<file path="config.mk">
export PLATFORM = sky130hd
export DESIGN_NAME = irq_prio_resolver
export DESIGN_NICKNAME = d
export VERILOG_FILES = /design/src/irq_prio_pkg.sv /design/src/irq_prio_resolver.sv
export SDC_FILE = /design/constraint.sdc
export NUM_CORES = 1
export LEC_CHECK = 0
export ABC_AREA = 1
export BUFFER_PORTS_ARGS = -buffer_cell sky130_fd_sc_hd__buf_2
export CORE_MARGIN = 2
export CORE_UTILIZATION = 34
export DETAILED_ROUTE_END_ITERATION = 7
export GPL_ROUTABILITY_DRIVEN = 0
export REMOVE_ABC_BUFFERS = 1
export SLEW_MARGIN = 5
export SYNTH_ARGS = -nofsm -noshare
export SYNTH_HDL_FRONTEND = slang
export SYNTH_SLANG_ARGS = --single-unit
</file>
<file path="constraint.sdc">
create_clock -name MCLK_I -period 14.9 [get_ports MCLK_I]
set_input_delay 1.49 -clock MCLK_I [delete_from_list [all_inputs] [get_ports MCLK_I]]
set_output_delay 1.49 -clock MCLK_I [all_outputs]
set_load 0.02 [all_outputs]
</file>
<file path="src/irq_prio_pkg.sv">
// Package: constants and types for the interrupt priority resolver
// Function
// - Each maskable node has programmable four-level priority
// - Non-maskable request outranks every maskable request
// - Priority held in two low/high register pairs
// - Preempt only with strictly higher level
// - Top-level maskable routine never preempted by maskable
// - Highest pending level is granted first
// - Same level resolved by fixed polling order
// - Polling order: node zero first, thirteen last
// - One non-maskable request, fourteen maskable nodes
// - Vectors 0003h step eight; non-maskable 0073h
// - Disabled source is never granted
package irq_prio_pkg;

  // ****************************************************************
  // Sizes
  // ****************************************************************
  localparam int NODE_COUNT = 14;       // Maskable nodes
  localparam int LEVEL_BITS = 2;        // Four levels
  localparam int VEC_BITS = 16;         // Vector address width
  localparam int ADDR_BITS = 12;        // APB address width used

  // ****************************************************************
  // Register offsets (bytes)
  // ****************************************************************
  localparam logic [11:0] OFS_PRIO_LOW_A = 12'h000;  // Low bits, nodes 0..7
  localparam logic [11:0] OFS_PRIO_HIGH_A = 12'h004; // High bits, nodes 0..7
  localparam logic [11:0] OFS_PRIO_LOW_B = 12'h008;  // Low bits, nodes 8..13
  localparam logic [11:0] OFS_PRIO_HIGH_B = 12'h00C; // High bits, nodes 8..13
  localparam logic [11:0] OFS_ENABLE = 12'h010;      // Node enable bits
  localparam logic [11:0] OFS_STATUS = 12'h014;      // Service state, read only

  // ****************************************************************
  // Reset values and field positions
  // ****************************************************************
  localparam logic [7:0] PRIO_A_RST = 8'h00;  // Group A priority reset
  localparam logic [5:0] PRIO_B_RST = 6'h00;  // Group B priority reset
  localparam logic [13:0] ENABLE_RST = 14'h0000; // All nodes disabled
  localparam int GROUP_A_NODES = 8;           // Nodes in group A
  localparam int GROUP_B_NODES = 6;           // Nodes in group B
  localparam int ST_NMI_POS = 0;              // Status: non-maskable active
  localparam int ST_DEPTH_POS = 1;            // Status: active level mask, 4 bits
  localparam int ST_NODE_POS = 8;             // Status: last granted node, 4 bits

  // ****************************************************************
  // Vectors
  // ****************************************************************
  localparam logic [15:0] VEC_BASE = 16'h0003; // Node 0 vector
  localparam logic [15:0] VEC_STEP = 16'h0008; // Spacing between nodes
  localparam logic [15:0] VEC_NMI = 16'h0073;  // Non-maskable vector

  // Grant carried to the core
  typedef struct packed {
    logic valid;          // A grant is being offered
    logic nmi;            // Grant is the non-maskable request
    logic [3:0] node;     // Granted node number
    logic [1:0] level;    // Level of the granted node
    logic [15:0] vector;  // Vector address
  } grant_type;

  // APB request fields
  typedef struct packed {
    logic sel;
    logic enable;
    logic write;
    logic [11:0] addr;
    logic [31:0] wdata;
  } apb_req_type;

  // Bus slave phases
  typedef enum logic [1:0] {
    BUS_IDLE = 2'b01,
    BUS_DONE = 2'b10
  } bus_state_type;

endpackage

</file>
<file path="src/irq_prio_resolver.sv">
// Module: interrupt priority resolver with APB register access
//
// The address map and the APB register port were chosen for this implementation.
module irq_prio_resolver (
  input wire logic MCLK_I,                         // Core clock, 40 MHz
  input wire logic RST_I,                          // Synchronous reset, active high
  input wire logic CE_I,                           // Clock enable, freezes state when low
  input wire logic PSEL_I,                         // APB select
  input wire logic PENABLE_I,                      // APB access phase
  input wire logic PWRITE_I,                       // APB direction
  input wire logic [irq_prio_pkg::ADDR_BITS-1:0] PADDR_I, // APB byte address
  input wire logic [31:0] PWDATA_I,                // APB write data
  output logic [31:0] PRDATA_O,                    // APB read data
  output logic PREADY_O,                           // APB ready
  output logic PSLVERR_O,                          // APB error on unmapped address
  input wire logic NMI_REQ_I,                      // Non-maskable request pin
  input wire logic [irq_prio_pkg::NODE_COUNT-1:0] NODE_REQ_I, // Maskable node pins
  input wire logic ACK_I,                          // Core takes the offered grant
  input wire logic RETI_I,                         // Core returns from service
  output logic GRANT_VALID_O,                      // Grant offered
  output logic GRANT_NMI_O,                        // Offered grant is non-maskable
  output logic [3:0] GRANT_NODE_O,                 // Offered node number
  output logic [15:0] GRANT_VECTOR_O               // Offered vector address
);
  import irq_prio_pkg::*;

  // ****************************************************************
  // Declarations
  // ****************************************************************
  logic nmi_s1_q, nmi_s2_q;                        // Non-maskable synchroniser
  logic [NODE_COUNT-1:0] req_s1_q, req_s2_q;       // Node synchroniser
  logic [7:0] prio_low_a_q, prio_low_a_d;          // Low priority bits, group A
  logic [7:0] prio_high_a_q, prio_high_a_d;        // High priority bits, group A
  logic [5:0] prio_low_b_q, prio_low_b_d;          // Low priority bits, group B
  logic [5:0] prio_high_b_q, prio_high_b_d;        // High priority bits, group B
  logic [NODE_COUNT-1:0] enable_q, enable_d;       // Node enables
  logic [3:0] active_q, active_d;                  // In-service level stack, one bit per level
  logic nmi_active_q, nmi_active_d;                // Non-maskable routine in service
  logic [3:0] last_node_q, last_node_d;            // Last granted node
  grant_type grant_q, grant_d;                     // Offered grant
  bus_state_type bus_q, bus_d;                     // Bus slave phase
  logic [31:0] rdata_q, rdata_d;                   // Read data register
  logic err_q, err_d;                              // Error response register
  logic [NODE_COUNT-1:0] low_all, high_all;        // Concatenated priority bits
  logic [1:0] level [NODE_COUNT];                  // Per-node level
  logic [NODE_COUNT-1:0] pending;                  // Enabled pending requests
  logic [NODE_COUNT-1:0] enabled_in;               // Synchronised, enabled requests

  // Vector address of a node
  function automatic logic [15:0] node_vector(input logic [3:0] n);
    node_vector = VEC_BASE + (VEC_STEP * {12'h000, n});
  endfunction

  // Highest level in service with bit 2 as valid flag, 0 when idle
  function automatic logic [2:0] top_active(input logic [3:0] act);
    logic [2:0] r;
    r = 3'b000;
    for (int k = 0; k < 4; k++) begin
      if (act[k]) begin
        r = {1'b1, 2'(k)};
      end
    end
    top_active = r;
  endfunction

  // Register indices seen by the bus decoder
  localparam logic [2:0] IDX_LOW_A = 3'h0;  // Low priority bits, group A
  localparam logic [2:0] IDX_HIGH_A = 3'h1; // High priority bits, group A
  localparam logic [2:0] IDX_LOW_B = 3'h2;  // Low priority bits, group B
  localparam logic [2:0] IDX_HIGH_B = 3'h3; // High priority bits, group B
  localparam logic [2:0] IDX_ENABLE = 3'h4; // Node enables
  localparam logic [2:0] IDX_STATUS = 3'h5; // Service state, read only
  localparam logic [2:0] IDX_NONE = 3'h7;   // Unmapped address

  // Register index of a bus address; shared by the read and the write phase
  function automatic logic [2:0] reg_index(input logic [ADDR_BITS-1:0] a);
    logic [2:0] r;
    r = IDX_NONE;
    unique case (a)
      OFS_PRIO_LOW_A: r = IDX_LOW_A;
      OFS_PRIO_HIGH_A: r = IDX_HIGH_A;
      OFS_PRIO_LOW_B: r = IDX_LOW_B;
      OFS_PRIO_HIGH_B: r = IDX_HIGH_B;
      OFS_ENABLE: r = IDX_ENABLE;
      OFS_STATUS: r = IDX_STATUS;
      default: r = IDX_NONE;    // Unaligned or outside the map
    endcase
    reg_index = r;
  endfunction

  // ****************************************************************
  // Input synchronisers
  // ****************************************************************
  // Two flops on every request pin before any logic
  always_ff @(posedge MCLK_I) begin
    if (RST_I) begin
      nmi_s1_q <= 1'b0;
      nmi_s2_q <= 1'b0;
      req_s1_q <= '0;
      req_s2_q <= '0;
    end else if (CE_I) begin
      nmi_s1_q <= NMI_REQ_I;
      nmi_s2_q <= nmi_s1_q;
      req_s1_q <= NODE_REQ_I;
      req_s2_q <= req_s1_q;
    end
  end

  // ****************************************************************
  // Level decode
  // ****************************************************************
  assign low_all = {prio_low_b_q, prio_low_a_q};
  assign high_all = {prio_high_b_q, prio_high_a_q};
  assign enabled_in = req_s2_q & enable_q;

  // Per-node level from the high and low bits
  generate
    for (genvar g = 0; g < NODE_COUNT; g++) begin : g_lvl
      assign level[g] = {high_all[g], low_all[g]};
      assign pending[g] = enabled_in[g];
    end
  endgenerate

  // ****************************************************************
  // Arbitration and service tracking
  // ****************************************************************
  // Picks the winner and tracks nesting of routines
  always_comb begin
    logic found;
    logic [1:0] best_lvl;
    logic [3:0] best_node;
    logic [2:0] top;
    found = 1'b0;
    best_lvl = 2'b00;
    best_node = 4'h0;
    top = top_active(active_q);
    grant_d = grant_q;
    active_d = active_q;
    nmi_active_d = nmi_active_q;
    last_node_d = last_node_q;
    // Scan low index first so it wins ties
    for (int n = 0; n < NODE_COUNT; n++) begin
      if (pending[n] && (!found || level[n] > best_lvl)) begin
        found = 1'b1;
        best_lvl = level[n];
        best_node = 4'(n);
      end
    end
    // Return closes the innermost routine
    if (RETI_I) begin
      if (nmi_active_q) begin
        nmi_active_d = 1'b0;
      end else if (top[2]) begin
        active_d[top[1:0]] = 1'b0;
      end
    end
    if (ACK_I && grant_q.valid) begin
      // Core takes the offer; it enters service
      grant_d.valid = 1'b0;
      if (grant_q.nmi) begin
        nmi_active_d = 1'b1;
      end else begin
        active_d[grant_q.level] = 1'b1;
        last_node_d = grant_q.node;
      end
    end else if (!grant_q.valid || grant_q.nmi == 1'b0) begin
      // Refresh a maskable offer every cycle until taken; a non-maskable offer holds
      grant_d.valid = 1'b0;
      if (nmi_s2_q && !nmi_active_q) begin
        grant_d.valid = 1'b1;
        grant_d.nmi = 1'b1;
        grant_d.node = 4'h0;
        grant_d.level = 2'b11;
        grant_d.vector = VEC_NMI;
      end else if (found && !nmi_active_q &&
                   (!top[2] || best_lvl > top[1:0])) begin
        grant_d.valid = 1'b1;
        grant_d.nmi = 1'b0;
        grant_d.node = best_node;
        grant_d.level = best_lvl;
        grant_d.vector = node_vector(best_node);
      end
    end
  end

  // Registers the arbitration state
  always_ff @(posedge MCLK_I) begin
    if (RST_I) begin
      grant_q <= '0;
      active_q <= 4'h0;
      nmi_active_q <= 1'b0;
      last_node_q <= 4'h0;
    end else if (CE_I) begin
      grant_q <= grant_d;
      active_q <= active_d;
      nmi_active_q <= nmi_active_d;
      last_node_q <= last_node_d;
    end
  end

  // ****************************************************************
  // APB slave
  // ****************************************************************
  // Decodes accesses; answers one cycle into the access phase
  // Writes land only at the edge where ready is seen, as the bus requires
  always_comb begin
    logic [2:0] idx;
    idx = reg_index(PADDR_I);
    prio_low_a_d = prio_low_a_q;
    prio_high_a_d = prio_high_a_q;
    prio_low_b_d = prio_low_b_q;
    prio_high_b_d = prio_high_b_q;
    enable_d = enable_q;
    rdata_d = rdata_q;
    err_d = err_q;
    bus_d = bus_q;
    unique case (bus_q)
      BUS_IDLE: begin
        // Access phase seen: act and raise ready next cycle
        if (PSEL_I && PENABLE_I) begin
          bus_d = BUS_DONE;
          err_d = 1'b0;
          rdata_d = 32'h0000_0000;
          unique case (idx)
            IDX_LOW_A: rdata_d[7:0] = prio_low_a_q;
            IDX_HIGH_A: rdata_d[7:0] = prio_high_a_q;
            IDX_LOW_B: rdata_d[5:0] = prio_low_b_q;
            IDX_HIGH_B: rdata_d[5:0] = prio_high_b_q;
            IDX_ENABLE: rdata_d[13:0] = enable_q;
            IDX_STATUS: begin
              rdata_d[ST_NMI_POS] = nmi_active_q;
              rdata_d[ST_DEPTH_POS +: 4] = active_q;
              rdata_d[ST_NODE_POS +: 4] = last_node_q;
              err_d = PWRITE_I;                 // Read only
            end
            default: begin
              err_d = 1'b1;                     // Unmapped address
            end
          endcase
        end
      end
      BUS_DONE: begin
        // Ready stands at this edge: the write lands and the transfer ends
        bus_d = BUS_IDLE;
        err_d = 1'b0;
        if (PWRITE_I && !err_q) begin
          unique case (idx)
            IDX_LOW_A: prio_low_a_d = PWDATA_I[7:0];
            IDX_HIGH_A: prio_high_a_d = PWDATA_I[7:0];
            IDX_LOW_B: prio_low_b_d = PWDATA_I[5:0];
            IDX_HIGH_B: prio_high_b_d = PWDATA_I[5:0];
            IDX_ENABLE: enable_d = PWDATA_I[13:0];
            default: begin
              // Status and refused words take no write
            end
          endcase
        end
      end
      default: begin
        bus_d = BUS_IDLE;
      end
    endcase
  end

  // Registers the bus and register state
  always_ff @(posedge MCLK_I) begin
    if (RST_I) begin
      prio_low_a_q <= PRIO_A_RST;
      prio_high_a_q <= PRIO_A_RST;
      prio_low_b_q <= PRIO_B_RST;
      prio_high_b_q <= PRIO_B_RST;
      enable_q <= ENABLE_RST;
      rdata_q <= 32'h0000_0000;
      err_q <= 1'b0;
      bus_q <= BUS_IDLE;
    end else if (CE_I) begin
      prio_low_a_q <= prio_low_a_d;
      prio_high_a_q <= prio_high_a_d;
      prio_low_b_q <= prio_low_b_d;
      prio_high_b_q <= prio_high_b_d;
      enable_q <= enable_d;
      rdata_q <= rdata_d;
      err_q <= err_d;
      bus_q <= bus_d;
    end
  end

  // ****************************************************************
  // Outputs
  // ****************************************************************
  assign PRDATA_O = rdata_q;
  assign PREADY_O = bus_q[1];          // One-hot bit of the done phase
  assign PSLVERR_O = err_q;            // Cleared when the done phase ends
  assign GRANT_VALID_O = grant_q.valid;
  assign GRANT_NMI_O = grant_q.nmi;
  assign GRANT_NODE_O = grant_q.node;
  assign GRANT_VECTOR_O = grant_q.vector;

endmodule

</file>
==> results of run 1 <==
## power groups by stage
stage	sequential, mW	combinational [mW]	clock, mW
after global routing	0.308	0.0473	0.263
final	0.306	0.0409	0.243
after detailed placement	0.313	0.0409	0
after floorplan	0.313	0.0218	0
after CTS	0.306	0.0412	0.250
after global placement	0.313	0.0407	0
## cell usage in the layout, fill, tap and decap left out, types with 13 or more instances in the layout
cell type	n
a21oi_1	60
nand3_1	28
o21ai_1	13
nand3_2	14
nor2_1	127
ha_1	19
inv_1	120
dfxtp_1	108
conb_1	28
buf_2	76
a211oi_1	14
o21ai_0	85
nand2_2	26
nand2_1	122
buf_4	15
## metal layers
layer  share of wire [%]  GRT usage (%)  up-vias
li1                    -              -     2979
met1                  51           26.3     2574
met2                  42           26.3      167
met3                 6.3           2.96       18
met4                 1.7           6.69        0
met5                   0              0        -
## repair_timing
| item | 4_1_cts | 5_1_grt |
|---|---|---|
| endpoints found under the setup margin | 7 | 12 |
| setup buffers | 0 | 10 |
| hold buffers | 0 | 0 |
| pin swaps | 0 | 25 |
| hold endpoints to repair | 0 | 0 |
| resized for setup | 3 | 66 |
| cloned | 0 | 0 |
## layout make-up
class                      count  area, um^2
clock inverter                 7        67.6
tap                          225         282
sequential                   110        2200
timing repair buffer          91         493
multi-input combinational    621        3390
fill                        1856       10300
clock buffer                   9         225
inverter                     130         488
## through the flow
step	hold WS [ps]	utilization, %
global placement	452	37.4
floorplan	443	-
global route	482	41.1
CTS	466	39.2
finish	462	41.1
detailed placement	454	37.4
## cell usage after synthesis, types with 2 or more instances
master    number  area share (%)
nand4_1        7            0.72
and2_1         4            0.41
o21ai_1       12            0.98
a211oi_1      14             1.7
o221ai_1       3            0.43
nand2_4        4            0.74
o211ai_1       3            0.37
nand2_2       20             2.0
inv_1        123             7.6
nand2_1      134             8.2
nor4_1         2            0.20
nor3_1        12            0.98
a21oi_1       61             5.0
nor2_1       129             7.9
buf_4         38             4.7
nand3_1       33             2.7
nand3_2        9             1.5
o31ai_1        4            0.49
o22ai_1       12             1.2
or2_2          5            0.51
inv_2          5            0.31
o21ai_0       96             7.9
nor2_2         2            0.20
clkbuf_1      26             1.6
clkinv_1       2            0.12
dfxtp_1      110              36
ha_1          24             4.9
## state kept, by name, summed over array words and instances (netlist names)
name	flops
PSLVERR_O	1
nmi_active_q	1
PRDATA_O	14
GRANT_NMI_O	1
last_node_q	4
GRANT_NODE_O	4
active_q	4
bus_q	2
grant_q	2
nmi_s1_q	1
nmi_s2_q	1
req_s2_q	14
prio_low_b_q	6
enable_q	14
prio_high_a_q	8
GRANT_VECTOR_O	4
GRANT_VALID_O	1
prio_low_a_q	8
prio_high_b_q	6
req_s1_q	14
## cell families (layout without fill, tap and decap cells)
kind of cell	Yosys count	in the layout
flip-flops	110	110
other	1	28
buffers and inverters	194	237
AND/OR/NAND/NOR	361	361
AO/OA/AOI/OAI	208	208
adder cells (fa/ha/maj)	24	24
## critical path, delay by kind of cell, from the launching register on
kind / cells / cell delay, ps
and+or+nand+nor: 65 / 6290
buffers and inverters: 19 / 1260
adders and majority gates: 14 / 3670
AOI/OAI and AO/OA: 21 / 2320
DFF: 1 / 330
## final timing paths
kind / startpoint / to / slack [ps] / depth (start not counted)
worst max-delay path: prio_high_a_q[0]$_SDFFE_PP0P_ / GRANT_VECTOR_O[5]$_SDFFE_PP0P_ / 920 / 119
worst min register to register: PRDATA_O[1]$_SDFFE_PP0P_ / PRDATA_O[1]$_SDFFE_PP0P_ / 460 / 2
worst min-delay path: PRDATA_O[1]$_SDFFE_PP0P_ / PRDATA_O[1]$_SDFFE_PP0P_ / 460 / 2
worst max register to register: prio_high_a_q[0]$_SDFFE_PP0P_ / GRANT_VECTOR_O[5]$_SDFFE_PP0P_ / 920 / 119
==> results.tsv, run 1 <==
metric	value	unit
Final Hold Viols	0	
Synth Instances	898	
PortBufs	76	
share of layout cells above drive strength 1	20.2	%
cts bufs inserted	9	
grt total ovfl	0	
Final #Nets	1054	
P_leak	3.27	nW
Setup crit end kind	flop	
Final setup viols	0	
drt via density	4.81	
peak supply drop	56.7	uV
CP most frequent cell	nand2_2	
P_sw	0.159	mW
P&R area growth vs syn	17.2	%
register share of total power	51.9	%
Die Y	138	um
mapped cell area	6100	um^2
Final Max Slew Viols	0	
Max Root-Sink Buffers	2	
compound-cell area share of the yosys netlist	18.5	%
Pwr Density	82.5	nW/um^2
final setup margin	924	ps
final worst path period share	93.8	%
Post-DP HPWL	12100	um
first-pass GRT wire length	26300	um
initial core utilization	35.1	%
status	complete, no violations	
Yosys warnings	0	
Worst Hold Class	flop to flop	
largest family of logic cells by synthesized area	simple AND/OR/NAND/NOR gates	
Simple-Gate Fraction of Synth Area	26.2	%
setup TNS	0	ps
die area	19000	um^2
Antenna Cells	0	
Top FF cell, synth	dfxtp_1	
Chip Width	138	um
Routed WL	16800	um
CP peak stage delay	330	ps
startpoint types	flop	
drt wl/cell	14.1	um
initial DRC count	379	
Netlist cell types	31	
dpl cells	1167	
sequential area share after synthesis	36.1	%
FP Rows	48	
TritonCTS clock tree	built	
CP max-delay cell	dfxtp_1	
slew margin rel.	26.3	%
Antenna Violating Nets Remaining	0	
kind of critical path	flop to flop	
Critical Path RT	15160	ps
arrival time at the worst endpoint	14230	ps
Final Cell Area	7150	um^2
DRC viols	0	
largest net degree at the start of global routing	60	
Max H-tree Level	3	
Tmin final	13980	ps
power share of the clock group	41.1	%
Initial DRT Pass Iterations	6	
Switching Fraction	26.9	%
worst-margin pin slew	1100	ps
adder and majority gate portion of the synthesized area	4.92	%
post-route clock skew	11.4	ps
Max Freq	0.0715	GHz
CP max FO	8	
combinational fraction of design power	6.9	%
asr flop ratio synth	0	%
number of synthesized flops with an enable pin	0	
core area	17400	um^2
DP Area	6520	um^2
CTS Sinks	110	
mux contribution to synthesized area	0	%
Internal	0.431	mW
Avg Inst Size Synth	6.80	um^2
root buffer cell	clkbuf_16	
clk slew on worst S/H paths	80	ps
pre-CTS setup slack	-39.7	ps
number of synthesized register bits	110	
all-layer global routing usage	18.0	%
vias post-DR	5738	
IO Count	123	
Clk Latency, worst-skew pair	370	ps
vias in the first global route	5129	
initial antenna violation count	0	
max cap viols	0	
Synth Area in XOR/XNOR	0	%
Final Power	0.590	mW
fin cells	1193	
Note: power is estimated with default switching activity, not from simulation.
==> inputs of run 2 (changes only) <==
--- a/config.mk
+++ b/config.mk
@@ -12,7 +12,7 @@
 export DETAILED_ROUTE_END_ITERATION = 7
 export GPL_ROUTABILITY_DRIVEN = 0
 export REMOVE_ABC_BUFFERS = 1
-export SLEW_MARGIN = 5
+export SLEW_MARGIN = 10
 export SYNTH_ARGS = -nofsm -noshare
 export SYNTH_HDL_FRONTEND = slang
 export SYNTH_SLANG_ARGS = --single-unit
==> constraint.sdc (replaced) <==
create_clock -name MCLK_I -period 14.3 [get_ports MCLK_I]
set_input_delay 1.43 -clock MCLK_I [delete_from_list [all_inputs] [get_ports MCLK_I]]
set_output_delay 1.43 -clock MCLK_I [all_outputs]
set_load 0.02 [all_outputs]
==> results.tsv, run 2 (synthesized netlist as in run 1, its figures left out) <==
metric	value	unit	change
Max Root-Sink Buffers	2		unchanged
Layout Utilization	43.2	%	was 41.1%
IO Count	123		unchanged
most used routing layer	met2		unchanged
GR Util met2	26.7	%	was 26.3%
register share of total power	51.2	%	was 51.9%
Final #Nets	1091		was 1054
DP Area	6800	um^2	was 6520 um^2
die area	19000	um^2	unchanged
filler cell count	1816		was 1856
commonest non-fill, non-tap cell in the layout	nor2_1		unchanged
vias in the first global route	5212		was 5129
Die Y	138	um	unchanged
P&R area growth vs syn	23.2	%	was 17.2%
final worst path period share	95.2	%	was 93.8%
CP peak stage delay	360	ps	was 330 ps
P_leak	3.46	nW	was 3.27 nW
root buffer cell	clkbuf_16		unchanged
all-layer global routing usage	17.9	%	was 18.0%
Max H-tree Level	3		unchanged
Antenna Violating Nets Remaining	0		unchanged
max cap viols	0		unchanged
Final Max Slew Viols	0		unchanged
initial DRC count	394		was 379
Worst Hold Class	flop to flop		unchanged
kind of critical path	flop to flop		unchanged
post-route clock skew	13.2	ps	was 11.4 ps
P_sw	0.159	mW	about the same
CP max FO	8		unchanged
FP Rows	48		unchanged
Post-DP HPWL	12300	um	was 12100 um
Hold Crit Depth	2		unchanged
worst-margin pin slew	1160	ps	was 1100 ps
drt wl/cell	13.9	um	was 14.1 um
Final setup viols	0		unchanged
arrival time at the worst endpoint	13860	ps	was 14230 ps
Pwr Density	83.0	nW/um^2	was 82.5 nW/um^2
first-pass GRT wire length	26200	um	was 26300 um
clk slew on worst S/H paths	80	ps	about the same
Routed WL	17100	um	was 16800 um
cts bufs inserted	9		unchanged
PortBufs	76		unchanged
Setup crit end kind	flop		unchanged
commonest cells after routing, fill and taps aside	nor2_1 (127), nand2_1 (120), inv_1 (119), dfxtp_1 (107), o21ai_0 (86)		was nor2_1 (127), nand2_1 (122), inv_1 (120), dfxtp_1 (108), o21ai_0 (85)
CTS Sinks	110		unchanged
DRC viols	0		unchanged
CP max-delay cell	dfxtp_2		was dfxtp_1
Global Route met3 Usage	3.18	%	was 2.96%
TritonCTS clock tree	built		unchanged
setup TNS	0	ps	unchanged
Final Hold Viols	0		unchanged
drt via density	4.76		was 4.81
grt total ovfl	0		unchanged
CP most frequent cell	nand2_1		was nand2_2
Final Cell Area	7520	um^2	was 7150 um^2
Switching Fraction	25.4	%	was 26.9%
largest net degree at the start of global routing	47		was 60
Antenna Cells	0		unchanged
share of layout cells above drive strength 1	24.8	%	was 20.2%
peak supply drop	54.9	uV	was 56.7 uV
Final Power	0.625	mW	was 0.590 mW
Tmin final	13620	ps	was 13980 ps
startpoint types	flop		unchanged
status	complete, no violations		unchanged
slew margin rel.	22.7	%	was 26.3%
power share of the clock group	42.0	%	was 41.1%
R2R cell count	112		was 119
combinational fraction of design power	6.8	%	was 6.9%
met1 usage	26.2	%	was 26.3%
final hold slack	466	ps	was 462 ps
Critical Path RT	14550	ps	was 15160 ps
initial core utilization	35.1	%	unchanged
Chip Width	138	um	unchanged
Max Freq	0.0734	GHz	was 0.0715 GHz
Initial DRT Pass Iterations	4		was 6
vias post-DR	5856		was 5738
hold_buf cts	0		unchanged
core area	17400	um^2	unchanged
initial antenna violation count	0		unchanged
Internal	0.466	mW	was 0.431 mW
Clk Latency, worst-skew pair	360	ps	was 370 ps
## run 2: cell count changes in the layout (fill, tap and decap cells not counted), sizes merged
cell    delta
clkbuf     +1
bufinv     +1
inv        +1
buf       +37
clkinv     -3
## run 2: worst paths after layout
check                              endpoint  slack (ps)                 startpoint
max          GRANT_VECTOR_O[5]$_SDFFE_PP0P_         680   enable_q[0]$_SDFFE_PP0P_
min               PRDATA_O[10]$_SDFFE_PP0P_         470  PRDATA_O[10]$_SDFFE_PP0P_
max reg2reg  GRANT_VECTOR_O[5]$_SDFFE_PP0P_         680   enable_q[0]$_SDFFE_PP0P_
min reg2reg       PRDATA_O[10]$_SDFFE_PP0P_         470  PRDATA_O[10]$_SDFFE_PP0P_
## run 2: per-layer routing
| metal | vias up | wire (um) |
|---|---|---|
| met1 | 2612 | 8520 |
| met3 | 16 | 997 |
| met5 | - | 0 |
| met4 | 0 | 234 |
| met2 | 178 | 7310 |
| li1 | 3050 | - |
## run 2: through the flow
stage / setup WS [ps] / cells
after CTS: 1.72 / 1220
final: 684 / 1230
after detailed placement: -206 / 1204
after global placement: -86.6 / 1204
after floorplan: 745 / 861
after global routing: -269 / 1230
## run 2: layout make-up
cell class	count	area [um^2]	area share (%)
clock buffers	10	229	3.04
clock inverters	6	73.8	0.981
inverters	130	488	6.49
multi-input cells	621	3470	46.2
flip-flops and latches	110	2210	29.3
well taps	225	282	3.74
repair buffers	128	771	10.2
## run 2: timing repair
item / in CTS / in global routing
buffers inserted: 0 / 10
pin swaps: 1 / 34
setup endpoints to repair: 12 / 12
gates resized for setup: 10 / 73
## run 2: power groups by stage
stage | clock [mW] | combinational [mW] | sequential, mW
global route | 0.281 | 0.0492 | 0.320
finish | 0.262 | 0.0426 | 0.320
detailed placement | 0 | 0.0426 | 0.326
CTS | 0.269 | 0.0429 | 0.319
floorplan | 0 | 0.0227 | 0.326
global placement | 0 | 0.0425 | 0.326
## run 2: worst max-delay path, delay by kind of cell, from the launching register on
| family | cells | cell delay [ps] |
|---|---|---|
| simple gates | 57 | 5330 |
| flops | 1 | 360 |
| fa+ha+maj | 14 | 3700 |
| buf+inv | 16 | 1370 |
| compound gates | 25 | 2700 |
==> inputs of run 3 (changes only) <==
--- a/config.mk
+++ b/config.mk
@@ -8,9 +8,10 @@
 export ABC_AREA = 1
 export BUFFER_PORTS_ARGS = -buffer_cell sky130_fd_sc_hd__buf_2
 export CORE_MARGIN = 2
-export CORE_UTILIZATION = 34
+export CORE_UTILIZATION = 56
 export DETAILED_ROUTE_END_ITERATION = 7
 export GPL_ROUTABILITY_DRIVEN = 0
+export PLACE_DENSITY = 0.81
 export REMOVE_ABC_BUFFERS = 1
 export SLEW_MARGIN = 10
 export SYNTH_ARGS = -nofsm -noshare
==> results.tsv, run 3 (synthesized netlist as in run 1, its figures left out) <==
metric	value	unit	change
status	complete, no violations		unchanged
P&R area growth vs syn	22.2	%	was 23.2%
Initial DRT Pass Iterations	7		was 4
Final Power	0.561	mW	was 0.625 mW
largest net degree at the start of global routing	71		was 47
commonest non-fill, non-tap cell in the layout	nor2_1		unchanged
critical path's top delay family	simple AND/OR/NAND/NOR gates		unchanged
vias post-DR	6317		was 5856
Max Root-Sink Buffers	2		unchanged
Chip Width	108	um	was 138 um
TritonCTS clock tree	built		unchanged
Post-DP HPWL	10800	um	was 12300 um
initial DRC count	665		was 394
clk slew on worst S/H paths	120	ps	was 80 ps
root buffer cell	clkbuf_8		was clkbuf_16
drt via density	5.49		was 4.76
CP most frequent cell	nand2_2		was nand2_1
Final setup viols	0		unchanged
CP max-delay cell	dfxtp_2		unchanged
PortBufs	76		unchanged
cts bufs inserted	9		unchanged
crit path buf inv count	19		was 16
share of layout cells above drive strength 1	27.8	%	was 24.8%
Clk Latency, worst-skew pair	380	ps	was 360 ps
grt total ovfl	0		unchanged
Max Freq	0.0722	GHz	was 0.0734 GHz
Pwr Density	75.1	nW/um^2	was 83.0 nW/um^2
commonest cells after routing, fill and taps aside	nor2_1 (123), inv_1 (115), nand2_1 (109), dfxtp_1 (107), o21ai_0 (85)		was nor2_1 (127), nand2_1 (120), inv_1 (119), dfxtp_1 (107), o21ai_0 (86)
Final #Nets	1096		was 1091
Die Y	108	um	was 138 um
P_leak	3.46	nW	about the same
CP max FO	8		unchanged
arrival time at the worst endpoint	14140	ps	was 13860 ps
core area	10700	um^2	was 17400 um^2
Tmin final	13850	ps	was 13620 ps
Final Max Slew Viols	0		unchanged
vias in the first global route	5068		was 5212
drt wl/cell	15.0	um	was 13.9 um
die area	11800	um^2	was 19000 um^2
Worst Hold Class	flop to flop		unchanged
filler cell count	845		was 1816
initial core utilization	56.8	%	was 35.1%
Setup crit end kind	flop		unchanged
Routed WL	17300	um	was 17100 um
max cap viols	0		unchanged
final worst path period share	96.9	%	was 95.2%
first-pass GRT wire length	23800	um	was 26200 um
CP peak stage delay	360	ps	about the same
Critical Path RT	14580	ps	was 14550 ps
Max H-tree Level	3		unchanged
startpoint types	flop		unchanged
slew margin rel.	30.1	%	was 22.7%
post-route clock skew	16.0	ps	was 13.2 ps
Antenna Cells	0		unchanged
CTS Sinks	110		unchanged
DRC viols	0		unchanged
worst-margin pin slew	1050	ps	was 1160 ps
initial antenna violation count	0		unchanged
IO Count	123		unchanged
peak supply drop	44.4	uV	was 54.9 uV
all-layer global routing usage	25.6	%	was 17.9%
kind of critical path	flop to flop		unchanged
hold_buf cts	0		unchanged
dpl cells	1110		was 1204
FP Rows	38		was 48
Final Hold Viols	0		unchanged
Antenna Violating Nets Remaining	0		unchanged
fin cells	1150		was 1230
==> run 3: final timing paths <==
check | start | to | slack [ps] | depth (start not counted)
min | PRDATA_O[7]$_SDFFE_PP0P_ | PRDATA_O[7]$_SDFFE_PP0P_ | 470 | 2
max | req_s2_q[0]$_SDFFE_PP0P_ | GRANT_VECTOR_O[5]$_SDFFE_PP0P_ | 450 | 120
min reg2reg | PRDATA_O[7]$_SDFFE_PP0P_ | PRDATA_O[7]$_SDFFE_PP0P_ | 470 | 2
max reg2reg | req_s2_q[0]$_SDFFE_PP0P_ | GRANT_VECTOR_O[5]$_SDFFE_PP0P_ | 450 | 120
==> run 3: report_power, final <==
| part | internal (mW) | leakage, nW | total (mW) | switching, mW |
|---|---|---|---|---|
| Sequential | 0.314 | 0.896 | 0.319 | 0.00514 |
| Clock | 0.0868 | 0.103 | 0.199 | 0.112 |
| Combinational | 0.0129 | 2.46 | 0.0428 | 0.0298 |
==> run 3: metal layers <==
layer	global-route usage, %	vias to the layer above	wire, um
met5	0	-	0
met4	7.42	0	642
met3	3.86	59	1660
met2	41.0	366	7720
met1	35.7	2826	7240
li1	-	3066	-
==> run 3: layout make-up <==
cell class | instances | area [um^2] | area share, %
clock buffer | 10 | 138 | 1.84
sequential | 110 | 2210 | 29.6
multi-input combinational | 621 | 3570 | 47.8
clock inverter | 6 | 68.8 | 0.922
inverter | 130 | 488 | 6.54
timing repair buffer | 133 | 820 | 11.0
tap | 140 | 175 | 2.35
==> run 3: worst min-delay path: stages, from the launching register on <==
cell and delay [ps]:
dfxtp_1 330, nand2_1 60, a21oi_1 50
==> run 3: timing repair <==
action / in CTS / in global routing
endpoints found under the hold margin: 0 / 0
setup endpoints to repair: 12 / 12
gates resized for setup: 10 / 107
buffers inserted: 0 / 24
pin swaps: 0 / 82
==> run 3: metrics by stage <==
step	TNS [ps]	setup slack, ps	hold slack (ps)	utilization [%]	cell area, um^2
floorplan	0	745	443	-	5820
global placement	-45.5	-45.5	450	61.7	6630
detailed placement	-636	-169	453	61.7	6630
CTS	0	9.86	468	63.8	6860
global route	-3390	-393	493	69.4	7460
finish	0	448	470	69.4	7460
